File: config.mk
export PLATFORM = sky130hd
export DESIGN_NAME = fpic_core
export DESIGN_NICKNAME = d
export VERILOG_FILES = /design/src/fpic_pkg.sv /design/src/fpic_core.sv
export SDC_FILE = /design/constraint.sdc
export NUM_CORES = 1
export LEC_CHECK = 0
export BUFFER_PORTS_ARGS = -buffer_cell sky130_fd_sc_hd__buf_2
export CORE_ASPECT_RATIO = 0.9
export CORE_MARGIN = 5
export CORE_UTILIZATION = 45
export DETAILED_ROUTE_END_ITERATION = 16
export PLACE_DENSITY_LB_ADDON = 0.25
export SETUP_SLACK_MARGIN = 0.15
export SYNTH_ARGS = -nofsm -noshare
export SYNTH_HDL_FRONTEND = slang
export SYNTH_SLANG_ARGS = --single-unit
File: constraint.sdc
create_clock -name mclk -period 4.9 [get_ports mclk]
set_clock_uncertainty 0.1 [all_clocks]
set_input_delay 0.245 -clock mclk [delete_from_list [all_inputs] [get_ports mclk]]
set_output_delay 0.245 -clock mclk [all_outputs]
set_load 0.05 [all_outputs]
File: src/fpic_pkg.sv
// Purpose: constants and types of the power and id command block
// Assumes: core clock mclk at 25 MHz
// Notes:   times in ns, cycle counts derived from them
package fpic_pkg;
    // =====================================================
    // opcodes
    localparam logic [7:0] OP_PD    = 8'hb9;
    localparam logic [7:0] OP_BOOST = 8'ha3;
    localparam logic [7:0] OP_REL   = 8'hab;
    localparam logic [7:0] OP_WREN  = 8'h06;
    localparam logic [7:0] OP_MFR   = 8'h90;
    localparam logic [7:0] OP_UID   = 8'h4b;
    localparam logic [7:0] OP_JEDEC = 8'h9f;
    // =====================================================
    // bit counts within a frame
    localparam logic [6:0] OPC_BITS   = 7'h08;
    localparam logic [6:0] ARG3_END   = 7'h20;
    localparam logic [6:0] ARG4_END   = 7'h28;
    localparam logic [6:0] NO_END     = 7'h7f;
    localparam logic [6:0] CRM_QUAD_N = 7'h08;
    localparam logic [6:0] CRM_DUAL_N = 7'h10;
    // =====================================================
    // reset, clear and mode values
    localparam logic [7:0] CRM_RST   = 8'h00;
    localparam logic [7:0] CRM_CLEAR = 8'hff;
    localparam logic [3:0] CRM_ON    = 4'ha;
    localparam logic       PD_RST    = 1'b0;
    localparam logic       BOOST_RST = 1'b0;
    // =====================================================
    // timing
    localparam int CLK_NS = 40;
    localparam int POWER_DOWN_ENTRY_TIME_NS = 3000;
    localparam int RELEASE_WAIT_TIME_NS     = 3000;
    localparam int RELEASE_ID_WAIT_TIME_NS  = 1800;
    // longest times round down, never below one cycle
    function automatic int cyc_floor(input int ns);
        return (ns / CLK_NS < 1) ? 1 : ns / CLK_NS;
    endfunction
    localparam int PD_ENTRY_CYC = cyc_floor(POWER_DOWN_ENTRY_TIME_NS);
    localparam int REL_CYC      = cyc_floor(RELEASE_WAIT_TIME_NS);
    localparam int REL_ID_CYC   = cyc_floor(RELEASE_ID_WAIT_TIME_NS);
    // =====================================================
    // types
    typedef struct packed {
        logic       cs_n;
        logic       sclk;
        logic [3:0] io;
    } fpic_pins_t;
    typedef enum logic [1:0] {TA_NONE, TA_ENTER, TA_LEAVE} fpic_tact_t;
    typedef enum logic [2:0] {
        ST_IDLE, ST_OPC, ST_ARG, ST_DONE, ST_OUT, ST_SKIP, ST_CRM
    } fpic_state_t;
endpackage

File: src/fpic_core.sv
// Purpose: power-down, boost mode, id readout and continuous read reset
// Assumes: spi mode 0 pins, sclk well below mclk/4, busy from array engine
// Notes:   pins pass two flops; edges seen on the synced copies
// Notes on behaviour
// - power-down runs only if chip select rises right after opcode bit eight
// - after that rise the low-power state is reached within entry time
// - in power-down only release opcode is decoded, all else ignored
// - device comes up in normal operation, not powered down
// - boost mode entered by opcode plus three dummy bytes
// - release, write enable or power-down leave boost mode
// - release only: opcode then rise, no commands during release wait
// - release with three dummy bytes shifts device id repeatedly, msb first
// - release opcode ignored while busy, running cycle untouched
// - opcode 90 address zero: manufacturer then device id
// - address one: device id first; both alternate until chip select rises
// - unique id opcode: four dummy bytes, then 64-bit number
// - jedec id: manufacturer, memory type, capacity bytes, msb first
// - continuous read bits Ax: next fast read starts at address
// - continuous read bits Ax: standard opcodes not decoded
// - quad: eight clocks of all ones clear continuous read mode
// - dual: sixteen clocks of all ones clear continuous read mode
// - busy high during erase or program, low when done
`timescale 1ns/10ps
module fpic_core #(
    parameter logic [7:0]  MFR_ID    = 8'h5a,  // arbitrary value
    parameter logic [7:0]  DEV_ID    = 8'h16,  // arbitrary value
    parameter logic [7:0]  MEM_TYPE  = 8'h40,  // arbitrary value
    parameter logic [7:0]  CAPACITY  = 8'h17,  // arbitrary value
    parameter logic [63:0] UNIQUE_ID = 64'h0123_4567_89ab_cdef, // arbitrary
    parameter int          TMR_W     = 8
) (
    // clock and reset
    input  wire logic       mclk,
    input  wire logic       nrst,
    // spi pins from the host
    input  wire logic       spi_cs_n,
    input  wire logic       spi_sclk,
    input  wire logic [3:0] spi_io,
    // serial data out, enable low while driving
    output logic            so,
    output logic            so_oe_n,
    // array engine side
    input  wire logic       busy,
    input  wire logic       crm_load,
    input  wire logic [7:0] crm_bits_in,
    input  wire logic       crm_quad,
    // state and forwarded commands
    output logic            power_down,
    output logic            charge_pump_boost_mode,
    output logic            crm_active,
    output logic            crm_read_start,
    output logic            cmd_valid,
    output logic [7:0]      cmd_code
);
    // =====================================================
    // elaboration checks
    if (fpic_pkg::PD_ENTRY_CYC >= 2 ** TMR_W || fpic_pkg::REL_CYC >= 2 ** TMR_W
        || fpic_pkg::REL_ID_CYC >= 2 ** TMR_W) begin : g_chk
        $error("timer width too small");
    end
    localparam logic [TMR_W-1:0] PD_T  = TMR_W'(fpic_pkg::PD_ENTRY_CYC);
    localparam logic [TMR_W-1:0] REL_T = TMR_W'(fpic_pkg::REL_CYC);
    localparam logic [TMR_W-1:0] RID_T = TMR_W'(fpic_pkg::REL_ID_CYC);
    localparam int PD_MAX = fpic_pkg::PD_ENTRY_CYC + 1;

    function automatic logic [6:0] arg_end(input logic [7:0] op);
        case (op)
            fpic_pkg::OP_REL, fpic_pkg::OP_MFR,
            fpic_pkg::OP_BOOST: arg_end = fpic_pkg::ARG3_END;
            fpic_pkg::OP_UID:   arg_end = fpic_pkg::ARG4_END;
            default:            arg_end = fpic_pkg::NO_END;
        endcase
    endfunction

    // =====================================================
    // pin synchronisers
    fpic_pkg::fpic_pins_t pin_s1_q, pin_s2_q, pin_s3_q;
    always_ff @(posedge mclk or negedge nrst) begin
        if (!nrst) begin
            pin_s1_q <= '{cs_n: 1'b1, sclk: 1'b0, io: 4'h0};
            pin_s2_q <= '{cs_n: 1'b1, sclk: 1'b0, io: 4'h0};
            pin_s3_q <= '{cs_n: 1'b1, sclk: 1'b0, io: 4'h0};
        end else begin
            pin_s1_q <= '{cs_n: spi_cs_n, sclk: spi_sclk, io: spi_io};
            pin_s2_q <= pin_s1_q;
            pin_s3_q <= pin_s2_q;
        end
    end
    logic sclk_rise, sclk_fall, cs_rise, cs_fall, lanes_one;
    assign sclk_rise = pin_s2_q.sclk & ~pin_s3_q.sclk;
    assign sclk_fall = ~pin_s2_q.sclk & pin_s3_q.sclk;
    assign cs_rise   = pin_s2_q.cs_n & ~pin_s3_q.cs_n;
    assign cs_fall   = ~pin_s2_q.cs_n & pin_s3_q.cs_n;
    assign lanes_one = crm_quad ? &pin_s2_q.io : &pin_s2_q.io[1:0];

    // =====================================================
    // command state
    fpic_pkg::fpic_state_t st_q, st_d;
    fpic_pkg::fpic_tact_t  tact_q, tact_d;
    logic [6:0]       cnt_q, cnt_d;
    logic [7:0]       sh_q, sh_d, op_q, op_d, crm_q, crm_d, code_q, code_d;
    logic [63:0]      out_q, out_d;
    logic [TMR_W-1:0] tmr_q, tmr_d;
    logic so_q, so_d, oe_n_q, oe_n_d, pd_q, pd_d, boost_q, boost_d;
    logic cv_q, cv_d, crs_q, crs_d, crm_on, ones_q, ones_d, crm_act_q, crm_act_d;
    logic [7:0] code;
    logic [6:0] cnt_inc;
    assign crm_on  = crm_q[7:4] == fpic_pkg::CRM_ON;
    assign code    = {sh_q[6:0], pin_s2_q.io[0]};
    assign cnt_inc = (cnt_q == fpic_pkg::NO_END) ? cnt_q : cnt_q + 7'h01;
    always_comb begin
        st_d = st_q; tact_d = tact_q; cnt_d = cnt_q; sh_d = sh_q;
        op_d = op_q; crm_d = crm_q; code_d = code_q; out_d = out_q;
        tmr_d = tmr_q; so_d = so_q; oe_n_d = oe_n_q; pd_d = pd_q;
        boost_d = boost_q; ones_d = ones_q;
        cv_d = 1'b0;
        crs_d = 1'b0;
        // entry and release timer
        if (tmr_q != '0) begin
            tmr_d = tmr_q - 1'b1;
            if (tmr_q == TMR_W'(1)) begin
                if (tact_q == fpic_pkg::TA_ENTER) pd_d = 1'b1;
                if (tact_q == fpic_pkg::TA_LEAVE) pd_d = 1'b0;
                tact_d = fpic_pkg::TA_NONE;
            end
        end
        case (st_q)
            fpic_pkg::ST_IDLE: begin
                if (cs_fall) begin
                    cnt_d = '0;
                    ones_d = 1'b1;
                    if (tmr_q != '0) st_d = fpic_pkg::ST_SKIP;
                    else if (crm_on) st_d = fpic_pkg::ST_CRM;
                    else st_d = fpic_pkg::ST_OPC;
                end
            end
            fpic_pkg::ST_OPC: begin
                if (sclk_rise) begin
                    sh_d = code;
                    cnt_d = cnt_inc;
                    if (cnt_q == fpic_pkg::OPC_BITS - 7'h01) begin
                        op_d = code;
                        st_d = fpic_pkg::ST_ARG;
                        if (pd_q) begin
                            // only release decoded, and never while busy
                            if (code != fpic_pkg::OP_REL || busy)
                                st_d = fpic_pkg::ST_SKIP;
                        end else if (code == fpic_pkg::OP_REL && busy) begin
                            st_d = fpic_pkg::ST_SKIP;
                        end else begin
                            if (code == fpic_pkg::OP_REL || code == fpic_pkg::OP_WREN
                                || code == fpic_pkg::OP_PD)
                                boost_d = 1'b0;
                            case (code)
                                fpic_pkg::OP_REL, fpic_pkg::OP_MFR, fpic_pkg::OP_UID,
                                fpic_pkg::OP_BOOST, fpic_pkg::OP_PD: ;
                                fpic_pkg::OP_JEDEC: begin
                                    out_d = {MFR_ID, MEM_TYPE, CAPACITY, 40'h0};
                                    st_d = fpic_pkg::ST_OUT;
                                end
                                default: begin
                                    cv_d = 1'b1;
                                    code_d = code;
                                    st_d = fpic_pkg::ST_SKIP;
                                end
                            endcase
                        end
                    end
                end
            end
            fpic_pkg::ST_ARG: begin
                if (sclk_rise) begin
                    sh_d = code;
                    cnt_d = cnt_inc;
                    if (cnt_inc == arg_end(op_q)) begin
                        st_d = fpic_pkg::ST_OUT;
                        case (op_q)
                            fpic_pkg::OP_REL: out_d = {8{DEV_ID}};
                            fpic_pkg::OP_UID: out_d = UNIQUE_ID;
                            fpic_pkg::OP_MFR: begin
                                // last address bit picks which id leads
                                if (pin_s2_q.io[0]) out_d = {4{DEV_ID, MFR_ID}};
                                else out_d = {4{MFR_ID, DEV_ID}};
                            end
                            default: st_d = fpic_pkg::ST_DONE;
                        endcase
                    end
                end
            end
            fpic_pkg::ST_OUT: begin
                // 64 is a multiple of 8 and 16, so rotation repeats the ids
                if (sclk_fall) begin
                    so_d = out_q[63];
                    out_d = {out_q[62:0], out_q[63]};
                    oe_n_d = 1'b0;
                end
            end
            fpic_pkg::ST_CRM: begin
                if (sclk_rise) begin
                    cnt_d = cnt_inc;
                    ones_d = ones_q & lanes_one;
                    // any zero or a long frame means an opcode-less read
                    if (!lanes_one || cnt_inc > (crm_quad ? fpic_pkg::CRM_QUAD_N
                                                          : fpic_pkg::CRM_DUAL_N)) begin
                        crs_d = 1'b1;
                        st_d = fpic_pkg::ST_SKIP;
                    end
                end
            end
            fpic_pkg::ST_DONE, fpic_pkg::ST_SKIP: ;
            default: st_d = fpic_pkg::ST_IDLE;
        endcase
        // select rising ends every frame and commits pending actions
        if (cs_rise) begin
            st_d = fpic_pkg::ST_IDLE;
            oe_n_d = 1'b1;
            if (st_q == fpic_pkg::ST_ARG && op_q == fpic_pkg::OP_PD && !pd_q
                && cnt_q == fpic_pkg::OPC_BITS) begin
                tmr_d = PD_T;
                tact_d = fpic_pkg::TA_ENTER;
            end
            if (st_q == fpic_pkg::ST_DONE && op_q == fpic_pkg::OP_BOOST)
                boost_d = 1'b1;
            if (pd_q && op_q == fpic_pkg::OP_REL
                && (st_q == fpic_pkg::ST_ARG || st_q == fpic_pkg::ST_OUT)) begin
                tact_d = fpic_pkg::TA_LEAVE;
                tmr_d = (st_q == fpic_pkg::ST_ARG && cnt_q == fpic_pkg::OPC_BITS)
                        ? REL_T : RID_T;
            end
            if (st_q == fpic_pkg::ST_CRM && ones_q && cnt_q == (crm_quad
                ? fpic_pkg::CRM_QUAD_N : fpic_pkg::CRM_DUAL_N))
                crm_d = fpic_pkg::CRM_CLEAR;
        end
        // engine load wins over a clear in the same cycle
        if (crm_load) crm_d = crm_bits_in;
        crm_act_d = crm_d[7:4] == fpic_pkg::CRM_ON;
    end
    always_ff @(posedge mclk or negedge nrst) begin
        if (!nrst) begin
            st_q    <= fpic_pkg::ST_IDLE;
            tact_q  <= fpic_pkg::TA_NONE;
            cnt_q   <= '0;
            sh_q    <= '0;
            op_q    <= '0;
            crm_q   <= fpic_pkg::CRM_RST;
            code_q  <= '0;
            out_q   <= '0;
            tmr_q   <= '0;
            so_q    <= 1'b0;
            oe_n_q  <= 1'b1;
            pd_q    <= fpic_pkg::PD_RST;
            boost_q <= fpic_pkg::BOOST_RST;
            ones_q  <= 1'b1;
            cv_q    <= 1'b0;
            crs_q   <= 1'b0;
            crm_act_q <= 1'b0;
        end else begin
            st_q    <= st_d;
            tact_q  <= tact_d;
            cnt_q   <= cnt_d;
            sh_q    <= sh_d;
            op_q    <= op_d;
            crm_q   <= crm_d;
            code_q  <= code_d;
            out_q   <= out_d;
            tmr_q   <= tmr_d;
            so_q    <= so_d;
            oe_n_q  <= oe_n_d;
            pd_q    <= pd_d;
            boost_q <= boost_d;
            ones_q  <= ones_d;
            cv_q    <= cv_d;
            crs_q   <= crs_d;
            crm_act_q <= crm_act_d;
        end
    end

    assign so                     = so_q;
    assign so_oe_n                = oe_n_q;
    assign power_down             = pd_q;
    assign charge_pump_boost_mode = boost_q;
    assign crm_active             = crm_act_q;
    assign crm_read_start         = crs_q;
    assign cmd_valid              = cv_q;
    assign cmd_code               = code_q;
endmodule // fpic_core

# [Yosys cells after proc, flatten, opt, wreduce, memory -nomap -nowiden]
# Index checks and enable logic that the tools add are counted.
[word_totals] register_bits=133 inputBits=19 word_cells=207
[classes] bitwise_logic=12 muxes=74 n_lt_le_gt_ge=1 add_sub_neg=2 eq_ne=49 reduce_logical=44
[ops] operator="64-bit two-way mux" count=8
[ops] operator="64-bit case mux with 3 select lines" count=2
[ops] operator="8-bit equality test, second input constant" count=9
[ops] operator="63-bit two-way mux" count=1
[ops] operator="8-bit two-way mux" count=7
[ops] operator="3-bit two-way mux" count=14
[ops] operator="7-bit two-way mux" count=6
[ops] operator="7-bit case mux with 2 select lines" count=2
[ops] operator="1-bit two-way mux" count=25
[ops] operator="3-bit != test, second input constant" count=7
[ops] operator="2-bit != test, second input constant" count=10
[ops] operator="8-bit by 7-bit equality test with 1-bit output, second input constant" count=2
[ops] operator="3-bit case mux with 5 select lines" count=1
[ops] operator="3-bit AND reduction" count=4
[ops] operator="3-bit OR reduction" count=4
[ops] operator="1-bit logical AND" count=10
[ops] operator="2-bit two-way mux" count=5
[ops] operator="10-bit AND reduction" count=1
[ops] operator="2-bit nonzero test" count=5
[ops] operator="3-bit equality test, second input constant" count=3
[ops] operator="4-bit equality test, second input constant" count=2
[ops] operator="8-bit by 1-bit equality test with 1-bit output, second input constant" count=1
[ops] operator="8-bit by 3-bit equality test with 1-bit output, second input constant" count=1
[ops] operator="8-bit != test, second input constant" count=1
[ops] operator="other kinds (31)" count=51

# [Logic depth before layout (Yosys ltp)]
[logic_depth] ltp_word=11 depth_mapped=13 ltp_nobuf=11

# [Worst setup path before layout]
# Ideal clock, no wire load.
[synth_path] kind="register to register" startpoint="reg cnt_q[0]" endpoint="reg st_q[0]" path_buffers=2 t_arrival_ns=2.774 synth_period_minus_slack_ns=2.994 setup_slack_ns=1.906 stages_incl_launch_ff=14 path_cell_list="dfrtp_1 -> ha_1 -> clkbuf_1 -> and4_1 -> clkbuf_1 -> a21boi_0 -> ha_1 -> nor2b_1 -> a2111oi_0 -> nand4_1 -> nor3_1 -> o31a_1 -> nor2_1 -> a31o_2"
[synth_between] elab_chain_len=6 word_cells_on_any_way=11 classes_between="add/sub: 1; order compare: 1; eq/ne: 6; mux: 1; reduce/logical: 2"
[synth_rtl] element="start, declared" line="fpic_core.sv:100" source="logic [6:0] cnt_q, cnt_d;"
[synth_rtl] element="start signal, assigned" line="fpic_core.sv:260" source="cnt_q <= cnt_d;"
[synth_rtl] element="7-bit by 1-bit adder with 7-bit output / 7-bit equality test (equally long branches)" line="fpic_core.sv:110" source="assign cnt_inc = (cnt_q == fpic_pkg::NO_END) ? cnt_q : cnt_q + 7'h01;"
[synth_rtl] element="7-bit two-way mux" line="fpic_core.sv:110"
[synth_rtl] element="7-bit > comparator" line="fpic_core.sv:203" source="if (!lanes_one || cnt_inc > (crm_quad ? fpic_pkg::CRM_QUAD_N"
[synth_rtl] element="1-bit logical OR" line="fpic_core.sv:203"
[synth_rtl] element="3-bit != test (no line)"
[synth_rtl] element="8-bit AND reduction (no line) (*)"
[synth_rtl] element="end signal, assigned" line="fpic_core.sv:240" source="st_q <= fpic_pkg::ST_IDLE;"
[synth_rtl] element="end signal, assigned" line="fpic_core.sv:258" source="st_q <= st_d;"
[synth_rtl] element="end, declared" line="fpic_core.sv:98" source="fpic_pkg::fpic_state_t st_q, st_d;"
# Every way passes the cells marked *; elsewhere a longest branch is shown, timed or not.
# A chain may end at the register's enable or synchronous reset.

# [Worst setup path after layout]
[layout_path] startpoint="reg cnt_q[0]" endpoint="reg out_q[30]"
[layout_between] elab_chain_len=5 word_cells_on_any_way=8 classes_between="add/sub: 1; eq/ne: 5; mux: 1; reduce/logical: 1"
[layout_rtl] element="7-bit by 1-bit adder with 7-bit output / 7-bit equality test (equally long branches)" line="fpic_core.sv:110"
[layout_rtl] element="7-bit two-way mux" line="fpic_core.sv:110"
[layout_rtl] element="7-bit equality test" line="fpic_core.sv:175" source="if (cnt_inc == arg_end(op_q)) begin"
[layout_rtl] element="2-bit != test (no line)"
[layout_rtl] element="10-bit AND reduction (no line) (*)"
[layout_rtl] element="end signal, assigned" line="fpic_core.sv:265" source="out_q <= out_d;"
[layout_rtl] element="end, declared" line="fpic_core.sv:102" source="logic [63:0] out_q, out_d;"
# Marked as above.

==> key figures <==
CTS
  – CTS H-tree lvls: 4
  – Clock tree from TritonCTS: yes
  – Number of instances resized during post-cts repair: 0
  – Number of buffers added by the clock tree synthesis step: 17
  – Source-to-sink clock delay at the later pin of the worst-skew pair: 420 ps
  – Clock sinks: 133
  – Number of buffers on the longest clock path: 2
  – CTS Root Buffer Type: sky130_fd_sc_hd__clkbuf_16
  – Setup repair bufs after CTS: 0
  – Worst-path clk slew: approximately 60 ps

Global route
  – Maximum number of pins on one net before global-route repair: 89
  – Number of antenna violations at the first check in global routing: 0
  – Via count of the first global-routing pass: between 4000 and 5000
  – Wire length of the first global-routing pass: ~25000 um
  – GRT Util Overall: between 15 and 20%
  – Overflow after GRT: 0

Synth
  – Post-synthesis simple-gate area fraction: between 10% and 20%
  – Prevailing post-synth register cell: sky130_fd_sc_hd__dfrtp_1
  – Synthesized Nets: 670
  – Largest family of logic cells by synthesized area: multiplexers
  – Share of the yosys chip area belonging to registers: between 40% and 50%
  – Netlist Area Pre-Place: approximately 0.0067 sq mm
  – Fraction of the mapped netlist area in adder cells: around 1.8%
  – Async set-reset flop share out of synthesis: 100.0%
  – Number of synthesis warnings: 0
  – Mapped Avg Cell Area: around 10 sq um
  – Area fraction in compound gates after synthesis: about 13%
  – Multiplexer area fraction after synthesis: between 10% and 20%
  – Fraction of synthesized cell area in xor and xnor cells: under 10%
  – Flip-flop and latch count after synthesis: about 130
  – Number of synthesized flops with an enable pin: 0
  – Cell count after synthesis: around 640
  – Unique cell type count in the Yosys netlist: 65

STA
  – Unrepaired setup endpoints after global routing: false
  – Slew Viols, Final: 0
  – Slew @ Worst Pin: approximately 800 ps
  – Count of endpoints failing setup in the final report: 0
  – Hold Violations, Final: 0
  – Period utilization: 78.32%
  – Maximum achievable frequency: 0.2606 GHz
  – Shortest clock period the worst path allows after layout: between 3000 and 4000 ps
  – Minimum setup slack in the final design: 1062 ps
  – Normalized max-slew margin: a little under half
  – Final worst hold slack: between 100 and 150 ps
  – Total negative slack for setup checks: 0 ps

Min path
  – Worst hold path type: in -> reg
  – Beginning of the worst hold path: busy

Pwr
  – Leakage component of the power: 3.757 nW
  – Total power divided by cell area: between 400 and 500 mW/mm^2
  – Pwr Total: 0.003809 W
  – Peak ir drop on the vdd network: approximately 0.37 mV

Worst setup path
  – Type of the worst setup path: reg -> reg
  – Data arrival time at the worst-slack endpoint: ~4000 ps
  – Worst setup startpoint: cnt_q[0]
  – Worst R2R Start: cnt_q[0]
  – Type of destination of the critical path: register
  – Crit Path Max Fanout: 34
  – Data required time at the worst endpoint: between 5000 and 6000 ps
  – Type of origin of the critical path: register

Detailed routing
  – Final routed wire length divided by cell count: ~16 um
  – Iteration count of the initial detailed-routing pass: 5
  – Vias after detailed routing: between 4000 and 5000
  – Aggregate routed wire length: between 10000 and 15000 um
  – Drc violations: 0
  – DR iter-0 viols: 338
  – Avg Vias per Cell: about 5.5
  – Antenna-violating nets left: 0

Floorplanning
  – Die height: approximately 130 um
  – Initial standard-cell utilization of the core: 45.55%
  – Floorplan die area: approximately 0.017 sq mm
  – Core Region: 0.01466 sq mm
  – Row Count: between 40 and 50
  – Top-Level Pins: 34
  – Die Width: around 140 um

Job
  – Number of max-cap violations: 0

Cells and area
  – Synthesis-to-finish area growth: 16.15%
  – Antenna diodes: 0
  – Reg area: roughly 0.0033 sq mm
  – Cell area after layout: between 0.007 and 0.008 sq mm
  – Count of filler cells inserted in the layout: ~1300
  – Fraction of layout cells with a size suffix above 1: between 15 and 20%
  – Net total in the final layout: 702
  – Area of the multi-input gates: 0.002978 sq mm

Placed design
  – Final HPWL DP: around 9600 um
  – Number of buffer cells added on primary ports: 29
  – Placed inst area: approximately 0.007 sq mm
  – Post-Place Setup Slack: about 1100 ps
  – GPL Wtd Cong: between 0.9 and 1

Run status
  – Status: completed
==> routing by layer <==
metal | global-route usage, % | vias up | wire, um
met1 | 24.91 | 2407 | 7161
met4 | 5.404 | 0 | 130
met5 | 0 | - | 0
li1 | - | 2319 | -
met2 | 26.72 | 96 | 6621
met3 | 4.391 | 11 | 613
==> cell type report <==
cell class	instances	area share, %
flip-flops and latches	133	42.99
repair buffers	45	4.017
clock inverters	14	3.017
inverters	60	2.904
multi-input cells	417	38.39
well taps	198	3.194
clock buffers	17	5.485
==> cells by family after synthesis <==
family | count (synthesis)
simple gates | 177
xor+xnor | 9
compound gates | 135
buf+inv | 92
mux | 86
flops | 133
fa+ha+maj | 10
==> report_power, final <==
part	switching (W)	internal [W]
clock	0.000471	0.000949
sequential	0.000210	0.00137
combinational	0.000430	0.000378
total	0.00111	0.00270
==> cells in the mapped netlist, types with 4 or more instances <==
master,instances,area (sq um)
sky130_fd_sc_hd__o21ai_0,29,145.1
sky130_fd_sc_hd__mux2_2,27,304.0
sky130_fd_sc_hd__nand4b_1,4,35.03
sky130_fd_sc_hd__nor3_1,16,80.08
sky130_fd_sc_hd__inv_1,60,225.2
sky130_fd_sc_hd__dfstp_2,5,131.4
sky130_fd_sc_hd__and2_1,4,25.02
sky130_fd_sc_hd__buf_2,5,25.02
sky130_fd_sc_hd__ha_1,9,112.6
sky130_fd_sc_hd__a21oi_1,57,285.3
sky130_fd_sc_hd__mux2i_1,43,430.4
sky130_fd_sc_hd__nand2b_1,7,43.79
sky130_fd_sc_hd__dfrtp_1,128,3203
sky130_fd_sc_hd__o21bai_1,4,30.03
sky130_fd_sc_hd__mux2_4,16,240.2
sky130_fd_sc_hd__nor4b_1,7,61.31
sky130_fd_sc_hd__nand3_1,12,60.06
sky130_fd_sc_hd__or3_1,5,31.28
sky130_fd_sc_hd__nor2_1,25,93.84
sky130_fd_sc_hd__o22a_1,4,35.03
sky130_fd_sc_hd__a32oi_1,4,35.03
sky130_fd_sc_hd__xnor2_1,6,52.55
sky130_fd_sc_hd__o31ai_1,6,45.04
sky130_fd_sc_hd__nand2_1,64,240.2
sky130_fd_sc_hd__nor2b_1,5,31.28
sky130_fd_sc_hd__clkbuf_1,24,90.09
==> worst max-delay path, stage by stage, from the launching register on <==
cell	delay [ps]
sky130_fd_sc_hd__dfrtp_1	490
sky130_fd_sc_hd__ha_1	380
sky130_fd_sc_hd__nand3_1	250
sky130_fd_sc_hd__nor4_4	690
sky130_fd_sc_hd__nand2_4	130
sky130_fd_sc_hd__a311oi_4	470
sky130_fd_sc_hd__nand3b_4	490
sky130_fd_sc_hd__buf_12	390
sky130_fd_sc_hd__mux2_4	320
==> path summary, 6_finish.rpt <==
path | endpoint | slack [ps] | depth (start not counted)
worst max-delay path | out_q[30] | 1060 | 8
max in group asynchronous | tmr_q[7] | 3270 | 3
min in group asynchronous | pin_s1_q[3] | 340 | 2
worst min-delay path | cmd_valid | 130 | 4
worst min register to register | code[0] | 250 | 0
worst max register to register | out_q[30] | 1060 | 8
==> placed cells by master (no fill, tap or decap), types with 4 or more instances in the layout <==
cell / synthesis / layout
sky130_fd_sc_hd__dfrtp_1: 128 / 128
sky130_fd_sc_hd__nand2_1: 64 / 64
sky130_fd_sc_hd__inv_1: 60 / 60
sky130_fd_sc_hd__a21oi_1: 57 / 57
sky130_fd_sc_hd__mux2i_1: 43 / 43
sky130_fd_sc_hd__o21ai_0: 29 / 29
sky130_fd_sc_hd__buf_2: 5 / 28
sky130_fd_sc_hd__mux2_2: 27 / 27
sky130_fd_sc_hd__nor2_1: 25 / 25
sky130_fd_sc_hd__clkbuf_16: 0 / 17
sky130_fd_sc_hd__nor3_1: 16 / 16
sky130_fd_sc_hd__mux2_4: 16 / 16
sky130_fd_sc_hd__nand3_1: 12 / 12
sky130_fd_sc_hd__dlygate4sd3_1: 0 / 11
sky130_fd_sc_hd__ha_1: 9 / 9
sky130_fd_sc_hd__nor4b_1: 7 / 7
sky130_fd_sc_hd__nand2b_1: 7 / 7
sky130_fd_sc_hd__xnor2_1: 6 / 6
sky130_fd_sc_hd__o31ai_1: 6 / 6
sky130_fd_sc_hd__bufinv_16: 0 / 6
sky130_fd_sc_hd__nor2b_1: 5 / 5
sky130_fd_sc_hd__or3_1: 5 / 5
sky130_fd_sc_hd__dfstp_2: 5 / 5
sky130_fd_sc_hd__and2_1: 4 / 4
sky130_fd_sc_hd__nand4b_1: 4 / 4
sky130_fd_sc_hd__o21bai_1: 4 / 4
sky130_fd_sc_hd__a32oi_1: 4 / 4
sky130_fd_sc_hd__o22a_1: 4 / 4
sky130_fd_sc_hd__clkinv_2: 0 / 4
sky130_fd_sc_hd__buf_4: 0 / 4
==> what timing repair did <==
item,4_1_cts,5_1_grt
endpoints found under the setup margin,0,0
hold endpoints to repair,94,0
hold buffers,11,0
==> stage by stage <==
step           instances  util, %
5_1_grt              884    52.90
2_1_floorplan        642        -
6_report             884    52.90
3_5_place_dp         842    47.65
3_3_place_gp         842    47.65
4_1_cts              884    52.90
==> state kept, by name, indices dropped and copies added (netlist names), 3 cells and up <==
signal	flops
pin_s1_q	6
sh_q	7
crm_q	4
cmd_code	8
tmr_q	8
out_q	64
op_q	8
cnt_q	7
st_q	3
pin_s2_q	5
Power figures use the tool's default switching activity.
